`src/mca_thresh_map.svh`:
```
// Bit map, addresses, reset values and sizes of the thresholding register
// Behaviour
// Zero pointer: no extra registers exist
// Extras contiguous at base plus pointer shl 3
// Bit 63 valid flag in every register
// Register zero holds pointer in 31:24
// Bit 62 reads one: counter present
// Lock set: writes to 60:0 dropped silently
// Lock writable only with write unlock set
// Bit 60 reports interrupt capability, read-only
// Bits 55:52 select vector entry, reset zero
// Software programs vector entry before enabling
// Count only while bit 51 set, reset zero
// Overflow rise: kind 01 raises interrupt
// Overflow set on step to maximum count
// Handler clears overflow when reloading counter
// Counter and overflow survive warm reset
// Unimplemented upper counter bits read zero
// Counter increments on logged errors, saturates
// Software preloads threshold minus wanted errors
// Pointer and present meaningful while valid
// Count only errors enabled for logging
// Interrupt only if capable, once per rise
`ifndef MCA_THRESH_MAP_SVH
`define MCA_THRESH_MAP_SVH

// ==========================================================================
// Addresses
`define MISC0_ADDR_DEF   32'h0000_0403
`define EXTRA_BASE       32'hc000_0400
`define EXTRA_SHIFT      3
`define EXTRA_MAX        8

// ==========================================================================
// Field positions
`define BIT_VALID        63
`define BIT_CNT_PRESENT  62
`define BIT_LOCK         61
`define BIT_IRQ_CAPABLE  60
`define LSB_VECTOR       52
`define BIT_CNT_ENABLE   51
`define LSB_KIND         49
`define BIT_OVERFLOW     48
`define LSB_TALLY        32
`define LSB_EXTRA_REGISTER_POINTER         24

// ==========================================================================
// Reset values and sizes
`define RST_LOCK         1'h0
`define RST_VECTOR       4'h0
`define RST_CNT_ENABLE   1'h0
`define RST_KIND         2'h0
`define RST_COLD_TALLY   16'h0000
`define TALLY_W_DEF      16
`define EXTRA_REGISTER_POINTER_DEF         8'h01
`define EXTRA_N_DEF      8
`define IRQ_CAPABLE_DEF  1'h1
`define KIND_NONE        2'h0
`define KIND_APIC        2'h1

`endif

```
`src/mca_thresh_pkg.sv`:
```
// Types shared by the thresholding register bank
package mca_thresh_pkg;

    // ======================================================================
    // Bus words
    typedef logic [31:0] msr_addr_t;
    typedef logic [63:0] msr_data_t;

    // ======================================================================
    // Whole state of the register bank
    typedef struct packed {
        logic              lock;
        logic [3:0]        vector;
        logic              cnt_enable;
        logic [1:0]        kind;
        logic              overflow;
        logic [15:0]       tally;
        logic [7:0][62:0]  extra;
        logic [63:0]       rdata;
        logic              irq;
    } misc_state_t;

endpackage : mca_thresh_pkg

```
`src/error_tally_counter.sv`:
```
// Saturating error tally next-value logic with threshold detection
`timescale 1ns/1ps

module error_tally_counter #(
    parameter int unsigned WIDTH = 16
) (
    // Current value and load
    input  wire logic [WIDTH-1:0] count_in,
    input  wire logic             load_in,
    input  wire logic [WIDTH-1:0] load_value_in,
    // Counting event
    input  wire logic             step_in,
    // Results
    output logic      [WIDTH-1:0] next_count_out,
    output logic                  reached_max_out
);

    localparam logic [WIDTH-1:0] MAX_COUNT = '1;

    logic [WIDTH-1:0] base;

    // A software load is applied first so a same-cycle error is not lost
    always_comb begin
        base            = load_in ? load_value_in : count_in;
        reached_max_out = 1'b0;
        next_count_out  = base;
        if (step_in && base != MAX_COUNT) begin
            next_count_out  = base + 1'b1;
            reached_max_out = (base == MAX_COUNT - 1'b1);
        end
    end

endmodule : error_tally_counter

```
`src/error_threshold_misc.sv`:
```
// Thresholding miscellaneous register with extra register block
`timescale 1ns/1ps
`include "mca_thresh_map.svh"

module error_threshold_misc #(
    parameter int unsigned TALLY_W       = `TALLY_W_DEF,
    parameter logic [7:0]  BLOCK_POINTER = `EXTRA_REGISTER_POINTER_DEF,
    parameter int unsigned EXTRA_N       = `EXTRA_N_DEF,
    parameter logic        IRQ_CAPABLE   = `IRQ_CAPABLE_DEF,
    parameter logic [31:0] MISC0_ADDR    = `MISC0_ADDR_DEF
) (
    // Clock and resets
    input  wire logic                      clk_in,
    input  wire logic                      reset_in,
    input  wire logic                      warm_reset_in,
    // Register port
    input  wire mca_thresh_pkg::msr_addr_t addr_in,
    input  wire mca_thresh_pkg::msr_data_t wdata_in,
    input  wire logic                      wr_in,
    input  wire logic                      rd_in,
    output mca_thresh_pkg::msr_data_t      rdata_out,
    // Error logging path
    input  wire logic                      error_logged_in,
    input  wire logic                      source_log_enable_in,
    // Hardware configuration
    input  wire logic                      status_write_unlock_in,
    // Interrupt delivery
    output logic                           apic_irq_req_out,
    output logic [3:0]                     apic_vector_entry_select_out
);
    import mca_thresh_pkg::*;

    // ======================================================================
    // Geometry
    // A zero pointer removes the extra block entirely
    localparam int unsigned EXTRA_USED =
        (BLOCK_POINTER == 8'h00) ? 0 :
        (EXTRA_N > `EXTRA_MAX) ? `EXTRA_MAX : EXTRA_N;
    localparam logic [31:0] EXTRA_FIRST =
        `EXTRA_BASE + {21'h0, BLOCK_POINTER, 3'h0};
    localparam logic [TALLY_W-1:0] TALLY_MAX = '1;

    // ======================================================================
    // Address decode, used by both read and write paths
    function automatic logic extra_hit(input msr_addr_t a);
        logic [31:0] off;
        off = a - EXTRA_FIRST;
        return (EXTRA_USED != 0) && (a >= EXTRA_FIRST) &&
               (off < EXTRA_USED);
    endfunction : extra_hit

    function automatic logic [2:0] extra_index(input msr_addr_t a);
        logic [31:0] off;
        off = a - EXTRA_FIRST;
        return off[2:0];
    endfunction : extra_index

    // ======================================================================
    // State
    misc_state_t s;
    misc_state_t next_s;

    logic               hit0_wr;
    logic               hit0_rd;
    logic               count_step;
    logic               tally_load;
    logic [TALLY_W-1:0] tally_next;
    logic               tally_at_max;
    msr_data_t          misc0_view;

    assign hit0_wr = wr_in && (addr_in == MISC0_ADDR);
    assign hit0_rd = rd_in && (addr_in == MISC0_ADDR);

    // Counting stops during warm reset so the kept value stays coherent
    assign count_step = error_logged_in && source_log_enable_in &&
                        s.cnt_enable && !warm_reset_in;

    // Locked register drops the load without any fault
    assign tally_load = hit0_wr && !s.lock;

    error_tally_counter #(
        .WIDTH           (TALLY_W)
    ) u_tally (
        .count_in        (s.tally[TALLY_W-1:0]),
        .load_in         (tally_load),
        .load_value_in   (wdata_in[`LSB_TALLY +: TALLY_W]),
        .step_in         (count_step),
        .next_count_out  (tally_next),
        .reached_max_out (tally_at_max)
    );

    // ======================================================================
    // Read view of register zero
    always_comb begin
        misc0_view                      = '0;
        misc0_view[`BIT_VALID]          = 1'b1;
        misc0_view[`BIT_CNT_PRESENT]    = 1'b1;
        misc0_view[`BIT_LOCK]           = s.lock;
        misc0_view[`BIT_IRQ_CAPABLE]    = IRQ_CAPABLE;
        misc0_view[`LSB_VECTOR +: 4]    = s.vector;
        misc0_view[`BIT_CNT_ENABLE]     = s.cnt_enable;
        misc0_view[`LSB_KIND +: 2]      = s.kind;
        misc0_view[`BIT_OVERFLOW]       = s.overflow;
        misc0_view[`LSB_TALLY +: TALLY_W] = s.tally[TALLY_W-1:0];
        misc0_view[`LSB_EXTRA_REGISTER_POINTER +: 8]      = BLOCK_POINTER;
    end

    // ======================================================================
    // Next state
    always_comb begin
        next_s = s;

        // Control fields under the lock
        if (hit0_wr && !s.lock) begin
            next_s.vector     = wdata_in[`LSB_VECTOR +: 4];
            next_s.cnt_enable = wdata_in[`BIT_CNT_ENABLE];
            next_s.kind       = wdata_in[`LSB_KIND +: 2];
            next_s.overflow   = wdata_in[`BIT_OVERFLOW];
        end

        // Lock bit follows the hardware configuration gate only
        if (hit0_wr && status_write_unlock_in) begin
            next_s.lock = wdata_in[`BIT_LOCK];
        end

        // Counter; unused upper bits are held at zero
        next_s.tally = '0;
        next_s.tally[TALLY_W-1:0] = tally_next;

        // Hardware set wins over a same-cycle software clear
        if (tally_at_max) begin
            next_s.overflow = 1'b1;
        end

        // Extra registers: plain storage behind the valid flag
        if (wr_in && extra_hit(addr_in)) begin
            next_s.extra[extra_index(addr_in)] = wdata_in[62:0];
        end

        // Rising overflow asks for an interrupt exactly once
        next_s.irq = !s.overflow && next_s.overflow &&
                     (s.kind == `KIND_APIC) && IRQ_CAPABLE;

        // Read data stand for the one cycle after the strobe
        next_s.rdata = '0;
        if (hit0_rd) begin
            next_s.rdata = misc0_view;
        end else if (rd_in && extra_hit(addr_in)) begin
            next_s.rdata = {1'b1, s.extra[extra_index(addr_in)]};
        end

        // Warm reset restores control but keeps the tally and flag
        if (warm_reset_in) begin
            next_s.lock       = `RST_LOCK;
            next_s.vector     = `RST_VECTOR;
            next_s.cnt_enable = `RST_CNT_ENABLE;
            next_s.kind       = `RST_KIND;
            next_s.tally      = s.tally;
            next_s.overflow   = s.overflow;
            next_s.rdata      = '0;
            next_s.irq        = 1'b0;
        end
    end

    // ======================================================================
    // State register; cold values of tally and flag are free, zero chosen
    always_ff @(posedge clk_in) begin
        if (reset_in) begin
            s            <= '0;
            s.lock       <= `RST_LOCK;
            s.vector     <= `RST_VECTOR;
            s.cnt_enable <= `RST_CNT_ENABLE;
            s.kind       <= `RST_KIND;
            s.tally      <= `RST_COLD_TALLY;
        end else begin
            s <= next_s;
        end
    end

    // ======================================================================
    // Outputs
    assign rdata_out                    = s.rdata;
    assign apic_irq_req_out             = s.irq;
    assign apic_vector_entry_select_out = s.vector;
endmodule : error_threshold_misc

```
`config.mk`:
```
export PLATFORM = sky130hd
export DESIGN_NAME = error_threshold_misc
export DESIGN_NICKNAME = d
export VERILOG_FILES = /design/src/mca_thresh_pkg.sv /design/src/error_tally_counter.sv /design/src/error_threshold_misc.sv
export VERILOG_INCLUDE_DIRS = /design/src /design/src/src
export SDC_FILE = /design/constraint.sdc
export NUM_CORES = 1
export LEC_CHECK = 0
export BUFFER_PORTS_ARGS = -buffer_cell sky130_fd_sc_hd__buf_2
export CAP_MARGIN = 20
export CORE_MARGIN = 5
export CORE_UTILIZATION = 45
export CTS_CLUSTER_SIZE = 25
export DETAILED_ROUTE_END_ITERATION = 10
export HOLD_SLACK_MARGIN = 0.12
export RECOVER_POWER = 100
export SLEW_MARGIN = 20
export SYNTH_ARGS = -nofsm -noshare
export SYNTH_HDL_FRONTEND = slang
export SYNTH_SLANG_ARGS = --single-unit
```
`constraint.sdc`:
```
create_clock -name clk_in -period 5.45 [get_ports clk_in]
set_clock_uncertainty 0.05 [all_clocks]
set_input_delay 0.2725 -clock clk_in [delete_from_list [all_inputs] [get_ports clk_in]]
set_output_delay 0.2725 -clock clk_in [all_outputs]
set_load 0.05 [all_outputs]
```
==> flow_summary.toml, run 1 <==
[status]
outcome = "finished, violations left"
violations = "max-capacitance violations, max-slew violations"

[critical_path]
reg2reg_depth = 8
crit_type = "input pin to register"
r2r_start = "misc0_view[61]$_SDFFE_PP0P_"
end_kind = "register"
startpoint_type = "input pin"
required_ns = 5.89
cp_max_fo = 13
r2r_slack_ns = 1.73
r2r-end = "misc0_view[46]$_SDFFE_PP0N_"
worstPathArrival_ns = 4.68

[finish]
area_growth_pct = 12.3
multi_input_area_um2 = 12200
layout_commonest_cell = "nand2_1"
fin_util = 0.508
final_nets = 3169
fillers = 5309
layout-drive-gt1-share = 0.125
final-seq-area_um2 = 11900
final_cell_mix = "nand2_1, dfxtp_1, a21oi_1"

[floorplan]
io_pins = 173
dieArea_um2 = 62600
die_w_um = 250
start_util = 0.452
dieHeight_um = 250
rows = 88
fp.coreArea_um2 = 57400

[route]
avgViaCountPerCell = 5.65
wl_per_cell_um = 20.3
dr.pass1.iters = 5
via_count = 21900
drt_wl_total_mm = 78.8
antenna_left = 0
detail_route.iter0.violations = 2284
drc = 0

[timing]
finalHoldViolations = 0
layout_setup_ws_ns = 1.21
worst_pin_slew_ns = 1.55
setup_viol = 0
max_slew_margin = -0.0419
fin_crit_sh = 0.777
finalMaxSlewViolations = 13
fin_setup_tns_ns = 0
max_freq_ghz = 0.236
rsz0062_at_grt = "false"
period_needed_ns = 4.24

[logic_synthesis]
synth_top_area_cell = "dfxtp_1"
async_flop_share = 0
ys_seq_area_frac = 0.458
synthTopCellsByArea = "dfxtp_1, nand2_1, mux4_2"
synth_cell_types = 69
synthFlopType = "dfxtp_1"
yosysTopAreaCellShare = 0.458
ys_seq_elements = 594
synth_edf_count = 0
yosys_warnings = 0
synthCells = 3071
synth.avg_cell_area_um2 = 8.45
synth_fp_nets = 3178
syn_area_um2 = 25900

[clocking]
cts-buffers-inserted = 66
cts_tree = "yes"
clk_pin_slew_ns = 0.06
cts_buffer_depth = 3
cts.sinks = 594
cts.repair.resized = 0
clockRootBuffer = "clkbuf_16"
htree_levels = 3
insertion_delay_ns = 0.60

[global_route]
grt_pass1_wl_mm = 123
grt_max_degree = 255
overflow = 0
met1_usage = 0.331
met2_usage = 0.398
antenna_found_initial = 4
grt_use_met3 = 0.0442
track_usage = 0.244
grt_pass1_vias = 21700
busiest_layer = "met2"

[flow_run]
cap_violations = 1

[power_and_ir_drop]
power_per_cell_area_nw_per_um2 = 318
irDropWorstVdd_mv = 0.197
power.leakage_nw = 9.57

[hold_path]
hold_depth = 3
hold_class = "input pin to register"
min_from = "rd_in"
min_to = "rdata_out[63]$_SDFF_PP0_"

[place]
place_ws_ns = 1.21
gp_congestion = 0.900
numPortBuffers = 171
hpwl_mm = 43.3
## power by group
group	switching, mW	internal, mW	total (mW)
combinational	0.253	0.128	0.382
sequential	0.000000000366	4.34	4.34
clock	1.80	2.75	4.55
total	2.05	7.22	9.27
## worst max-delay path by stage
stage / slack (ns) / cells after the start / endpoint / start
2_1_floorplan: 1.27 / 15 / misc0_view[35]$_SDFFE_PP0N_ / addr_in[18]
3_3_place_gp: 1.26 / 9 / rdata_out[17]$_SDFF_PP0_ / addr_in[18]
3_5_place_dp: 1.21 / 9 / rdata_out[29]$_SDFF_PP0_ / addr_in[6]
4_1_cts: 1.82 / 9 / rdata_out[29]$_SDFF_PP0_ / addr_in[6]
5_1_grt: 0.84 / 8 / rdata_out[43]$_SDFF_PP0_ / addr_in[18]
6_report: 1.21 / 8 / rdata_out[46]$_SDFF_PP0_ / addr_in[18]
## area by class of cell
class / count / area share
flip-flops and latches: 594 / 0.408
repair buffers: 275 / 0.0636
inverters: 8 / 0.00103
clock buffers: 100 / 0.0680
well taps: 765 / 0.0328
multi-input cells: 2117 / 0.418
diodes: 4 / 0.000343
clock inverters: 19 / 0.00803
## stage by stage
stage	instance area, µm²	std cells	hold slack [ns]	power (mW)
2_1_floorplan	25900	3071	0.379	4.68
3_3_place_gp	26400	3692	0.384	4.77
3_5_place_dp	26400	3692	0.391	4.78
4_1_cts	29300	3877	0.122	9.36
5_1_grt	29100	3880	0.170	9.56
6_report	29100	3882	0.155	9.27
## cell usage after synthesis, drive strengths merged, types with 14 or more instances
master  instances
nand4          17
a21oi         532
nand2        1100
mux4          126
clkbuf        179
o21ai          45
dfxtp         594
nor3           14
buf           173
mux2i          73
nor2           62
nand3          21
## cells by family (layout without fill, tap and decap cells)
group | Yosys count | count (layout) | synth area share
simple gates | 1284 | 1284 | 0.201
buf+inv | 360 | 402 | 0.0718
flops | 594 | 594 | 0.458
compound gates | 623 | 623 | 0.127
mux | 204 | 204 | 0.140
xor+xnor | 3 | 3 | 0.00101
fa+ha+maj | 3 | 3 | 0.00145
other cells | 0 | 4 | 0
## sequential cells by signal (all words and copies together), names as in the netlist
register,cells
rdata_out,64
misc0_view,21
apic_irq_req_out,1
apic_vector_entry_select_out,4
s,504
## what timing repair did
item | CTS | global route
hold buffers | 66 | 0
setup endpoints to repair | 0 | 0
buffers inserted | 0 | 0
hold endpoints to repair | 518 | 0
## per-layer routing
layer	wire (µm)	vias to the layer above
li1	-	10200
met1	33800	10700
met2	37100	874
met3	5960	122
met4	1890	0
met5	0	-
## worst max-delay path: stages
cell     delay [ns]
buf_2          0.09
or4_1          0.57
nor4_1         1.25
nand4_1        0.87
nor2_1         1.03
buf_4          0.39
nand2_1        0.08
o21ai_0        0.11
Note: power is estimated with default switching activity, not from simulation.
==> run 2, diff against run 1 <==
Clock period 5.45 ns to 4.07 ns, I/O delays scaled along.
==> run 2 against run 1 <==
Against the previous run:
- the run now ends clean
- global-route usage fell by 0.23 points
- core utilization increased by 0.19 points
- setup slack got worse by 0.83 ns
- non-clock buffer count up 25
- sequential share of layout area down 0.15 points
- sequential power up 34%
- combinational power increased by 36%
- die area stayed put
- total power up 33%
- critical path depth is 2 higher
- routed wire length rose by 0.76%
- highest routed layer is now met5
==> flow_summary.toml, run 2 (synthesis results as in run 1) <==
[status]
outcome = "complete, no violations"

[flow_run]
cap_violations = 0

[power_and_ir_drop]
irDropWorstVdd_mv = 0.343
power_per_cell_area_nw_per_um2 = 423
power.leakage_nw = 9.64

[route]
detail_route.iter0.violations = 2670
dr.pass1.iters = 6
via_count = 22400
drc = 0
antenna_left = 0
wl_per_cell_um = 20.4
avgViaCountPerCell = 5.75
drt_wl_total_mm = 79.4

[critical_path]
required_ns = 4.55
max_stage_delay_ns = 0.78
end_kind = "register"
r2r_slack_ns = 0.78
startpoint_type = "input pin"
cp_max_fo = 26
cpMaxStageDelayCell = "clkbuf_2"
crit_type = "input pin to register"
timing.critical_path.buf_inv = 2
worstPathArrival_ns = 4.16
critical_path.cell_chain = "buf_2, or4_1, o41ai_4, mux2_2, nor4_1, o2111ai_4, nor2_4, clkbuf_2, nand2_1, a21oi_1"
crit_family = "simple AND/OR/NAND/NOR gates"

[finish]
area_growth_pct = 12.8
final_cell_mix = "nand2_1, dfxtp_1, a21oi_1"
layout-drive-gt1-share = 0.130
largest_reg_flops = 504
fin_cells = 3897
layout_commonest_cell = "nand2_1"
final_area_um2 = 29300
regMostFlops = "s"
final_nets = 3189

[global_route]
overflow = 0
grt_max_degree = 199
grt_pass1_wl_mm = 122
track_usage = 0.242
grt_pass1_vias = 21600
antenna_found_initial = 4

[floorplan]
dieArea_um2 = 62600
fp.coreArea_um2 = 57400
start_util = 0.452
die_w_um = 250
io_pins = 173
rows = 88
dieHeight_um = 250

[timing]
worst_pin_slew_ns = 1.27
setup_viol = 0
max_slew_margin = 0.153
max_freq_ghz = 0.272
fin_crit_sh = 0.905
period_needed_ns = 3.68
layout_setup_ws_ns = 0.388
fin_setup_tns_ns = 0
holdWs_ns = 0.188
rsz0062_at_grt = "false"
finalHoldViolations = 0
finalMaxSlewViolations = 0

[clocking]
insertion_delay_ns = 0.63
cts-buffers-inserted = 61
cts_tree = "yes"
clockRootBuffer = "clkbuf_16"
cts.sinks = 594
htree_levels = 2
clk_pin_slew_ns = 0.06
cts_buffer_depth = 3
cts.repair.resized = 0

[place]
hpwl_mm = 44.8
dpl_cell_area_um2 = 26600
place_ws_ns = 0.107
gp_congestion = 0.906
placed_cells = 3714
numPortBuffers = 171

[hold_path]
hold_class = "input pin to register"
[run 2: changes by cell type in the layout (fill, tap and decap cells not counted), sizes merged]
cell         before  now
buf             138  148
bufinv            5   10
clkbuf          171  166
dlygate4sd3      66   70
clkinvlp          1    3
diode             4    2
clkinv           12   13
[run 2: where the power goes]
part / internal [mW] / total, mW / switching (mW)
registers: 5.81 / 5.81 / 0.000000000493
logic: 0.176 / 0.521 / 0.344
clock network: 3.68 / 6.04 / 2.36
total: 9.67 / 12.4 / 2.70
[run 2: timing repair]
| action | CTS | global route |
|---|---|---|
| hold buffers | 70 | 0 |
| setup buffers | 0 | 0 |
| hold endpoints to repair | 530 | 0 |
[run 2: worst paths after layout]
path	start	end	cells past startpoint
setup / recovery	addr_in[6]	s[285]$_SDFFE_PP0P_	10
hold reg to reg	s[487]$_SDFFE_PP0P_	s[487]$_SDFFE_PP0P_	2
setup reg to reg	misc0_view[61]$_SDFFE_PP0P_	misc0_view[46]$_SDFFE_PP0N_	8
hold / removal	addr_in[2]	rdata_out[30]$_SDFF_PP0_	4
[run 2: tightest hold or removal path, stage by stage]
cell,delay [ns]
buf_6,0.20
mux4_2,0.25
mux2i_1,0.06
nor2_1,0.08
[run 2: metrics by stage]
step / power, mW / utilization
floorplan: 6.27 / -
global placement: 6.39 / 0.464
detailed placement: 6.40 / 0.464
CTS: 12.5 / 0.514
global route: 12.8 / 0.510
finish: 12.4 / 0.510
[run 2: area by class of cell]
class                           count  area [µm²]
Tap cell                          765         957
Multi-Input combinational cell   2117       12200
Timing Repair Buffer              300        2010
Inverter                            8        30.0
Antenna cell                        2        5.00
Clock buffer                       84        1790
Sequential cell                   594       11900
Clock inverter                     27         404
Fill cell                        5252       28100
[run 2: routing by layer]
metal,track usage,routed length [µm]
met1,0.333,33000
met2,0.385,36700
met4,0.0812,2550
met3,0.0456,7110
met5,0,27
